`src/hdl/eag_pkg.sv`:
```
// Constants, field positions and carrier types for the effective address generator.
// Assumes one 20 MHz clock, an APB register port and a core memory with a req/ack handshake.
package eag_pkg;

  // ------------------------------------------------------------
  // Widths
  // ------------------------------------------------------------
  localparam int WORD_W = 18;
  localparam int ADDR_W = 17;
  localparam int PADDR_W = 8;

  // ------------------------------------------------------------
  // Register byte offsets
  // ------------------------------------------------------------
  localparam logic [PADDR_W-1:0] OFF_INSTR = 8'h00;
  localparam logic [PADDR_W-1:0] OFF_PC = 8'h04;
  localparam logic [PADDR_W-1:0] OFF_INDEX = 8'h08;
  localparam logic [PADDR_W-1:0] OFF_CTRL = 8'h0c;
  localparam logic [PADDR_W-1:0] OFF_STATUS = 8'h10;
  localparam logic [PADDR_W-1:0] OFF_EA = 8'h14;
  localparam logic [PADDR_W-1:0] OFF_XCYC = 8'h18;

  localparam int CTRL_START = 0;
  localparam int CTRL_PAGE = 1;
  localparam int STAT_BUSY = 0;
  localparam int STAT_DONE = 1;
  localparam logic PAGE_RST = 1'b1;

  // ------------------------------------------------------------
  // Word bit positions: word bit 0 is the most significant, so word bit n sits at index 17-n.
  // ------------------------------------------------------------
  localparam int IND_POS = 13;
  localparam int IDX_POS = 12;
  localparam int PAGE_FLD_W = 12;
  localparam int BANK_FLD_W = 13;
  localparam int PC_PAGE_LO = 12;
  localparam int PC_BANK_LO = 13;
  localparam int PC_BLK_LO = 15;
  localparam int PTR_W = 15;
  localparam logic [BANK_FLD_W-1:0] AUTO_FIRST = 13'h0008;
  localparam logic [BANK_FLD_W-1:0] AUTO_LAST = 13'h000f;

  // ------------------------------------------------------------
  // Types
  // ------------------------------------------------------------
  typedef enum logic [3:0] {
    ST_IDLE = 4'h1,
    ST_RD1 = 4'h2,
    ST_WR = 4'h4,
    ST_RD2 = 4'h8
  } eag_state_t;

  typedef struct packed {
    logic req;
    logic we;
    logic [ADDR_W-1:0] addr;
    logic [WORD_W-1:0] wdata;
  } eag_mem_req_t;

  typedef struct packed {
    eag_state_t st;
    logic go;
    logic [WORD_W-1:0] instr;
    logic [ADDR_W-1:0] pc;
    logic [WORD_W-1:0] index;
    logic page;
    logic done;
    logic auto_inc;
    logic post_idx;
    logic [ADDR_W-1:0] ea;
    logic [WORD_W-1:0] ptr;
    logic [1:0] xcyc;
    eag_mem_req_t mem;
    logic [31:0] prdata;
  } eag_regs_t;

  localparam eag_mem_req_t MEM_IDLE = '{req: 1'b0, we: 1'b0, addr: '0, wdata: '0};
  localparam eag_regs_t REGS_RST = '{st: ST_IDLE, go: 1'b0, instr: '0, pc: '0, index: '0,
                                     page: PAGE_RST, done: 1'b0, auto_inc: 1'b0,
                                     post_idx: 1'b0, ea: '0, ptr: '0, xcyc: '0,
                                     mem: MEM_IDLE, prdata: '0};

endpackage

```
`src/hdl/eag_top.sv`:
```
// Effective address generator for memory reference instructions of an 18-bit word machine.
// Assumes an APB master for software and a core memory that holds each request until ack.
`timescale 1ns/10ps

module eag_top
  import eag_pkg::*;
(
  input wire logic SYS_CLK_I,
  input wire logic NRST_I,
  input wire logic PSEL_I,
  input wire logic PENABLE_I,
  input wire logic PWRITE_I,
  input wire logic [PADDR_W-1:0] PADDR_I,
  input wire logic [31:0] PWDATA_I,
  output logic [31:0] PRDATA_O,
  output logic PREADY_O,
  output logic PSLVERR_O,
  output logic MEM_REQ_O,
  output logic MEM_WE_O,
  output logic [ADDR_W-1:0] MEM_ADDR_O,
  output logic [WORD_W-1:0] MEM_WDATA_O,
  input wire logic [WORD_W-1:0] MEM_RDATA_I,
  input wire logic MEM_ACK_I,
  output logic BUSY_O,
  output logic [ADDR_W-1:0] EA_O
);

  // ------------------------------------------------------------
  // Instruction decode
  // ------------------------------------------------------------
  eag_regs_t r_reg;
  eag_regs_t r_next;
  logic is_ind;
  logic is_idx;
  logic is_auto;
  logic busy;
  logic [BANK_FLD_W-1:0] fld;
  logic [ADDR_W-1:0] dir_addr;
  logic [ADDR_W-1:0] seg_addr;
  logic [ADDR_W-1:0] auto_addr;
  logic [WORD_W-1:0] idx_sum;
  logic [WORD_W-1:0] post_sum;
  logic [WORD_W-1:0] inc_word;
  logic wr_acc;
  logic mapped;

  assign is_ind = r_reg.instr[IND_POS];
  assign is_idx = r_reg.page & r_reg.instr[IDX_POS];
  assign fld = r_reg.page ? {1'b0, r_reg.instr[PAGE_FLD_W-1:0]}
                          : r_reg.instr[BANK_FLD_W-1:0];
  assign is_auto = is_ind && (fld >= AUTO_FIRST) && (fld <= AUTO_LAST);
  assign seg_addr = {r_reg.pc[ADDR_W-1:PC_PAGE_LO], r_reg.instr[PAGE_FLD_W-1:0]};
  // Bank mode keeps the program's own bank bits; only indirect references through 8-15 are redirected to block 0.
  assign dir_addr = r_reg.page ? seg_addr
                               : {r_reg.pc[ADDR_W-1:PC_BANK_LO],
                                  r_reg.instr[BANK_FLD_W-1:0]};
  assign auto_addr = {{(ADDR_W-BANK_FLD_W){1'b0}}, fld};
  assign idx_sum = r_reg.index + {1'b0, seg_addr};
  assign post_sum = r_reg.index + {1'b0, r_reg.pc[ADDR_W-1:PC_BLK_LO],
                                   MEM_RDATA_I[PTR_W-1:0]};
  assign inc_word = MEM_RDATA_I + 18'h00001;

  // ------------------------------------------------------------
  // APB slave
  // ------------------------------------------------------------
  // Zero wait states: read data is latched in the setup cycle and stands in the access cycle.
  assign busy = (r_reg.st != ST_IDLE) | r_reg.go;
  assign mapped = PADDR_I inside {OFF_INSTR, OFF_PC, OFF_INDEX, OFF_CTRL, OFF_STATUS,
                                  OFF_EA, OFF_XCYC};
  assign wr_acc = PSEL_I & PENABLE_I & PWRITE_I;
  assign PREADY_O = 1'b1;
  assign PSLVERR_O = PSEL_I & PENABLE_I & ~mapped;
  assign PRDATA_O = r_reg.prdata;
  assign MEM_REQ_O = r_reg.mem.req;
  assign MEM_WE_O = r_reg.mem.we;
  assign MEM_ADDR_O = r_reg.mem.addr;
  assign MEM_WDATA_O = r_reg.mem.wdata;
  assign BUSY_O = busy;
  assign EA_O = r_reg.ea;

  // ------------------------------------------------------------
  // Next state
  // ------------------------------------------------------------
  always_comb
  begin
    r_next = r_reg;
    r_next.go = 1'b0;
    if (wr_acc)
    begin
      // Operands are frozen while a calculation runs so the result stays consistent.
      unique case (PADDR_I)
        OFF_INSTR: if (!busy) r_next.instr = PWDATA_I[WORD_W-1:0];
        OFF_PC: if (!busy) r_next.pc = PWDATA_I[ADDR_W-1:0];
        OFF_INDEX: if (!busy) r_next.index = PWDATA_I[WORD_W-1:0];
        OFF_CTRL:
        begin
          if (!busy)
          begin
            r_next.page = PWDATA_I[CTRL_PAGE];
            r_next.go = PWDATA_I[CTRL_START];
          end
        end
        default: r_next.go = 1'b0;
      endcase
    end
    if (PSEL_I && !PENABLE_I && !PWRITE_I)
    begin
      unique case (PADDR_I)
        OFF_INSTR: r_next.prdata = {14'h0000, r_reg.instr};
        OFF_PC: r_next.prdata = {15'h0000, r_reg.pc};
        OFF_INDEX: r_next.prdata = {14'h0000, r_reg.index};
        OFF_CTRL: r_next.prdata = {30'h00000000, r_reg.page, 1'b0};
        OFF_STATUS: r_next.prdata = {30'h00000000, r_reg.done, busy};
        OFF_EA: r_next.prdata = {15'h0000, r_reg.ea};
        OFF_XCYC: r_next.prdata = {30'h00000000, r_reg.xcyc};
        default: r_next.prdata = 32'h00000000;
      endcase
    end
    unique case (r_reg.st)
      ST_IDLE:
      begin
        if (r_reg.go)
        begin
          r_next.done = 1'b0;
          r_next.xcyc = 2'h0;
          r_next.auto_inc = is_auto;
          r_next.post_idx = is_idx;
          if (!is_ind)
          begin
            // Direct and plain indexed forms finish with no memory cycle.
            r_next.ea = is_idx ? idx_sum[ADDR_W-1:0] : dir_addr;
            r_next.done = 1'b1;
          end
          else
          begin
            r_next.st = ST_RD1;
            r_next.mem = '{req: 1'b1, we: 1'b0,
                           addr: is_auto ? auto_addr : dir_addr, wdata: '0};
          end
        end
      end
      ST_RD1:
      begin
        if (MEM_ACK_I)
        begin
          r_next.xcyc = r_reg.xcyc + 2'h1;
          if (r_reg.auto_inc)
          begin
            r_next.ptr = inc_word;
            r_next.st = ST_WR;
            r_next.mem = '{req: 1'b1, we: 1'b1, addr: r_reg.mem.addr, wdata: inc_word};
          end
          else
          begin
            r_next.ea = r_reg.post_idx ? post_sum[ADDR_W-1:0]
                                       : {2'b00, MEM_RDATA_I[PTR_W-1:0]};
            r_next.st = ST_IDLE;
            r_next.mem = MEM_IDLE;
            r_next.done = 1'b1;
          end
        end
      end
      ST_WR:
      begin
        if (MEM_ACK_I)
        begin
          r_next.xcyc = r_reg.xcyc + 2'h1;
          if (r_reg.post_idx)
          begin
            r_next.st = ST_RD2;
            r_next.mem = '{req: 1'b1, we: 1'b0, addr: r_reg.ptr[ADDR_W-1:0], wdata: '0};
          end
          else
          begin
            // The pointer holds 18 bits; only the low 17 form an address.
            r_next.ea = r_reg.ptr[ADDR_W-1:0];
            r_next.st = ST_IDLE;
            r_next.mem = MEM_IDLE;
            r_next.done = 1'b1;
          end
        end
      end
      ST_RD2:
      begin
        if (MEM_ACK_I)
        begin
          r_next.xcyc = r_reg.xcyc + 2'h1;
          r_next.ea = post_sum[ADDR_W-1:0];
          r_next.st = ST_IDLE;
          r_next.mem = MEM_IDLE;
          r_next.done = 1'b1;
        end
      end
      default:
      begin
        r_next.st = ST_IDLE;
        r_next.mem = MEM_IDLE;
      end
    endcase
  end

  always_ff @(posedge SYS_CLK_I)
  begin
    if (!NRST_I)
      r_reg <= REGS_RST;
    else
      r_reg <= r_next;
  end
endmodule

```
`config.mk`:
```
export PLATFORM = sky130hd
export DESIGN_NAME = eag_top
export DESIGN_NICKNAME = d
export VERILOG_FILES = /design/src/hdl/eag_pkg.sv /design/src/hdl/eag_top.sv
export SDC_FILE = /design/constraint.sdc
export NUM_CORES = 1
export LEC_CHECK = 0
export BUFFER_PORTS_ARGS = -buffer_cell sky130_fd_sc_hd__buf_4
export CAP_MARGIN = 40
export CELL_PAD_IN_SITES_DETAIL_PLACEMENT = 0
export CELL_PAD_IN_SITES_GLOBAL_PLACEMENT = 1
export CORE_UTILIZATION = 40
export CTS_BUF_LIST = sky130_fd_sc_hd__clkbuf_8
export CTS_CLUSTER_DIAMETER = 120
export CTS_CLUSTER_SIZE = 40
export DETAILED_ROUTE_END_ITERATION = 6
export GPL_ROUTABILITY_DRIVEN = 1
export GPL_TIMING_DRIVEN = 0
export PLACE_DENSITY_LB_ADDON = 0.1
export SETUP_SLACK_MARGIN = 0.02
export SLEW_MARGIN = 20
export SYNTH_ARGS = -nofsm -noshare
export SYNTH_HDL_FRONTEND = slang
export SYNTH_SLANG_ARGS = --single-unit
```
`constraint.sdc`:
```
create_clock -name SYS_CLK_I -period 2.62 [get_ports SYS_CLK_I]
set_input_delay 0.524 -clock SYS_CLK_I [delete_from_list [all_inputs] [get_ports SYS_CLK_I]]
set_output_delay 0.524 -clock SYS_CLK_I [all_outputs]
set_load 0.02 [all_outputs]
```
Yosys cells after proc, flatten, opt, wreduce, memory -nomap -nowiden:

Index checks and enable logic that the tools add are counted.

* $add $sub $neg: 4
* order comparisons: 2
* equality and inequality tests: 19
* multiplexer cells: 38
* bitwise operators: 10
* reductions and logical operators: 21

Operator list (number)
* 37-bit one-hot mux with 4 select lines: 1
* 17-bit two-way mux: 8
* 18-bit one-hot mux with 7 select lines: 1
* 39-bit two-way mux: 3
* 37-bit two-way mux: 3
* 74-bit two-way mux: 1
* 17-bit one-hot mux with 4 select lines: 1
* 17-bit adder: 2
* 13-bit two-way mux: 2
* 8-bit by 5-bit == test with 1-bit output, second input constant: 3
* 4-bit two-way mux: 6
* 20-bit two-way mux: 1
* 18-bit by 1-bit adder with 18-bit output, second input constant: 1
* 18-bit two-way mux: 1
* 8-bit by 4-bit == test with 1-bit output, second input constant: 2
* 2-bit != test, second input constant: 8
* 4-bit one-hot mux with 4 select lines: 1
* 3-bit AND reduction: 5
* 13-bit by 4-bit >= comparator with 1-bit output, second input constant: 1
* 13-bit by 4-bit <= comparator with 1-bit output, second input constant: 1
* 5-bit AND reduction: 2
* 8-bit by 3-bit == test with 1-bit output, second input constant: 1
* 8-bit zero test: 1
* 2-bit one-hot mux with 4 select lines: 1
* 21 further kinds: 37

* flip-flop bits (word level): 168
* word-level logic and storage cells: 111

Depth between registers and ports, before layout:

* depth in word-level cells: 8
* gate-level depth with buffers: 10
* mapped depth without buffers: 10

Least setup slack after synthesis:

Ideal clock, no wire load.

* path kind: input to register
* from: in MEM_RDATA_I[0]
* to: reg r_reg, in the netlist EA_O[16]
* library setup time: 0.127 ns
* arrival: 2.372 ns
* required time: 2.493 ns
* slack: 0.121 ns
* stages: 9
* path through: ha_1 > fa_1 > a21o_1 > a221oi_1 > o21bai_1 > a21o_1 > a21oi_1 > mux2i_1 > a31oi_1

* cells in the longest elaborated chain, start to end: 5

Ends and longest elaborated chain
* start, declared: line eag_top.sv:22 `input wire logic [WORD_W-1:0] MEM_RDATA_I,`
* 17-bit adder (*): line eag_top.sv:59 `assign post_sum = r_reg.index + {1'b0, r_reg.pc[ADDR_W-1:PC_BLK_LO],`
* 17-bit two-way mux: line eag_top.sv:155 `r_next.ea = r_reg.post_idx ? post_sum[ADDR_W-1:0]`
* 17-bit two-way mux: line eag_top.sv:147 `if (r_reg.auto_inc)`
* 74-bit two-way mux: line eag_top.sv:144 `if (MEM_ACK_I)`
* 17-bit one-hot mux with 4 select lines (*): line eag_top.sv:119 `unique case (r_reg.st)`
* end signal, assigned: line eag_top.sv:207 `r_reg <= r_next;`
* end, declared: line eag_top.sv:31 `eag_regs_t r_reg;`

Every way passes the cells marked *; elsewhere a longest branch is shown, timed or not. The select of a mux whose other input is x is not followed.
A chain may end at the register's enable or synchronous reset.

Worst setup path after layout:

* from: reg r_reg[110] in the netlist's numbering
* to: reg r_reg, in the netlist EA_O[14]

* cells in the longest elaborated chain, start to end: 5

Ends and longest elaborated chain (line)
* 17-bit adder (on tied branches): eag_top.sv:59, eag_top.sv:58
* 17-bit two-way mux (on tied branches): eag_top.sv:155, eag_top.sv:131
* 17-bit two-way mux (on tied branches): eag_top.sv:147, eag_top.sv:128
* 74-bit two-way mux / 20-bit two-way mux (equally long branches): eag_top.sv:144, eag_top.sv:122
* 17-bit one-hot mux with 4 select lines (*): eag_top.sv:119

Marked as above.

==> flow_summary.yaml <==
status:
  outcome: "finished, final reports clean"
final_layout:
  largest_reg_flops: 80
  area_delta_synth_final_pct: 20.5
  final_cell_area_mm2: 0.0116
  nets: 1458
  fillers: 2375
  drive_gt1_share_pct: 23.9
  diodes: 0
place:
  placed_area_mm2: 0.0110
  gp_congestion: 0.914
  io_buffers: 122
  dp_hpwl_um: 25000
timing:
  maxSlewHeadroom_pct: 44.1
  finalClockSkew_ns: 0.0180
  worst_slew_pin_slew_ns: 0.839
  tns_ns: 0
  slew_violations: 0
  finalCritPeriodShare_pct: 96.2
  min_period_ns: 2.52
  setup_viol: 0
  rsz0062_at_grt: "yes"
  fmax_mhz: 397
  hold_viol: 0
power_and_ir_drop:
  clock_power_share_pct: 43.0
  powerDensity_mw_per_mm2: 400
  p_leak_nw: 4.72
  combPwrFrac_pct: 6.8
  vdd_drop_max_uv: 296
  power_frac_seq_pct: 50.3
  switching_power_w: 0.00111
  p_int_w: 0.00351
  netSwitchingFraction_pct: 24.1
logic_synthesis:
  synth_edf_count: 0
  yosysMostFrequentCell: "nand2_1"
  synth_common_cells: "240 x nand2_1, 153 x dfxtp_1, 88 x buf_4"
  yosysSeqAreaShare_pct: 31.9
  synth_flop_cell: "dfxtp_1"
  ys_seq_elements: 153
  synth.distinct_cells: 73
  yosysTopAreaCellShare_pct: 31.9
  yosys.area.top_type: "dfxtp_1"
  postSynthCellCount: 1196
  ys_warn_count: 0
  synth.cell_area_mm2: 0.00959
  synthTopCellsByArea: "dfxtp_1 32%, nand2_1 9.4%, buf_4 6.9%"
  avgSynthCellArea_um2: 8.02
  async_flop_share_pct: 0
detailed_routing:
  drtAntennaViolNets: 0
  num_vias: 8982
  dr.pass1.iters: 7
  wl_per_cell_um: 18.7
  drcViolationCount: 0
  routed_wl_um: 31600
  drt-initial-drc-count: 835
  routed_via_density: 5.31
cts:
  path_clk_slew_ns: 0.09
  cts_buffers: 17
  cts.sinks: 153
  insertion_delay_ns: 0.46
  htree_levels: 4
  cts_tree: "done"
  cts_buffer_depth: 2
  cts_root_buf: "clkbuf_8"
critical_path:
  crit_path_end_kind: "flop"
  cp_slowest_cell: "dfxtp_2"
  ff2ff_setup_slack_ns: 0.1
  cp-start-kind: "flop"
  cp.required_ns: 2.94
  cp_max_fo: 4
  critical_path_arrival_ns: 2.84
  crit_chain: "ha_2, fa_2, a21o_1, a221oi_4, o221ai_2, a31oi_1, xor2_1, o221a_2, a21oi_1"
  max_stage_delay_ns: 0.36
  worst-setup-path-type: "flop to flop"
grt:
  grt_antenna_before_repair: 1
  grt_max_degree: 17
  grt_pass1_wl_um: 47800
  first_global_vias: 8325
  grt-ovfl-total: 0
  track_usage_pct: 26.0
floorplan:
  start_util_pct: 40.9
  die_w_um: 157
  die_h_um: 157
  die_area_mm2: 0.0246
  core_area_mm2: 0.0235
  ios: 153
  num_rows: 56
run:
  timing.max_cap.violations: 0
hold_path:
  hp-class: "input port to flop"
final cells by class:
| type | instances | area [um2] | area share (%) |
|---|---|---|---|
| Buffer | 160 | 1000 | 8.68 |
| Clock buffer | 22 | 303 | 2.62 |
| Clock inverter | 10 | 124 | 1.07 |
| Inverter | 17 | 63.8 | 0.552 |
| Multi-Input combinational cell | 879 | 5590 | 48.4 |
| Sequential cell | 153 | 3070 | 26.6 |
| Tap cell | 319 | 399 | 3.45 |
| Timing Repair Buffer | 132 | 1000 | 8.66 |
logic make-up (layout without fill, tap and decap cells):
| group | after synthesis | count (layout) | share of synthesized area (%) |
|---|---|---|---|
| XOR/XNOR | 38 | 38 | 3.47 |
| adder cells (fa/ha/maj) | 34 | 34 | 4.59 |
| flip-flops | 153 | 153 | 31.9 |
| buffers and inverters | 177 | 341 | 11.0 |
| AO/OA/AOI/OAI | 385 | 385 | 28.7 |
| other | 2 | 15 | 0.0783 |
| multiplexers | 11 | 11 | 1.16 |
| AND/OR/NAND/NOR | 396 | 396 | 19.0 |
power by group through the flow:
stage                     clock, W  sequential, W  combinational, W
after global routing       0.00211        0.00232          0.000337
final                      0.00198        0.00232          0.000313
after floorplan                  0        0.00238          0.000159
after global placement           0        0.00238          0.000310
after CTS                  0.00203        0.00232          0.000311
after detailed placement         0        0.00238          0.000309
what timing repair did:
item,CTS,global route
endpoints found under the setup margin,45,23
pin swaps,1,7
buffers inserted,5,4
hold buffers,0,0
gates resized for setup,8,20
per-layer routing:
metal | wire (um) | vias to the layer above | GRT usage [%]
li1 | - | 4500 | -
met1 | 14800 | 4142 | 35.9
met2 | 14500 | 317 | 42.6
met3 | 1930 | 23 | 3.30
met4 | 360 | 0 | 6.16
met5 | 0 | - | 0
critical path, delay by kind of cell, from the launching register on:
family                   cells  cell delay [ns]
AO/OA/AOI/OAI                6             1.26
XOR/XNOR                     1             0.21
adder cells (fa/ha/maj)      2             0.54
flip-flops                   1             0.36
metrics by stage:
| stage | worst slack [ns] | cells | utilization [%] | power [W] | hold WS, ns |
|---|---|---|---|---|---|
| 2_1_floorplan | 0.121 | 1209 | - | 0.00254 | 0.426 |
| 3_3_place_gp | -0.483 | 1650 | 46.7 | 0.00269 | 0.438 |
| 3_5_place_dp | -0.521 | 1651 | 46.7 | 0.00269 | 0.445 |
| 4_1_cts | 0.0224 | 1688 | 48.8 | 0.00466 | 0.313 |
| 5_1_grt | 0.000815 | 1692 | 49.2 | 0.00477 | 0.320 |
| 6_report | 0.0994 | 1692 | 49.2 | 0.00462 | 0.333 |
worst paths after layout:
kind | startpoint | to | depth (start not counted)
worst max register to register | r_reg[110] | EA_O[14] | 9
worst max-delay path | r_reg[110] | EA_O[14] | 9
worst min register to register | MEM_ADDR_O[7] | MEM_ADDR_O[7] | 2
worst min-delay path | PWDATA_I[17] | r_reg[162] | 3
cell usage in the layout, fill, tap and decap left out, drive strengths merged, types with 4 or more instances in the layout:
cell and count:
clkbuf 71, mux2i 10, a221oi 4, nand4 4
a22oi 22, buf 243, ha 32, and2 8
dfxtp 153, nor3b 4, o2111ai 5, nand3b 4
o211ai 4, inv 20, nor4 4, nand2 241
nor2b 28, xor2 16, a21boi 87, conb 15
a21o 17, nand2b 4, xnor2 22, a21oi 57
o211a 6, o21a 28, a31oi 14, o21ai 72
nand3 25, nor3 11, a211oi 9, o21bai 4
a222oi 28, nor2 40, and3 10
Power figures use the tool's default switching activity.
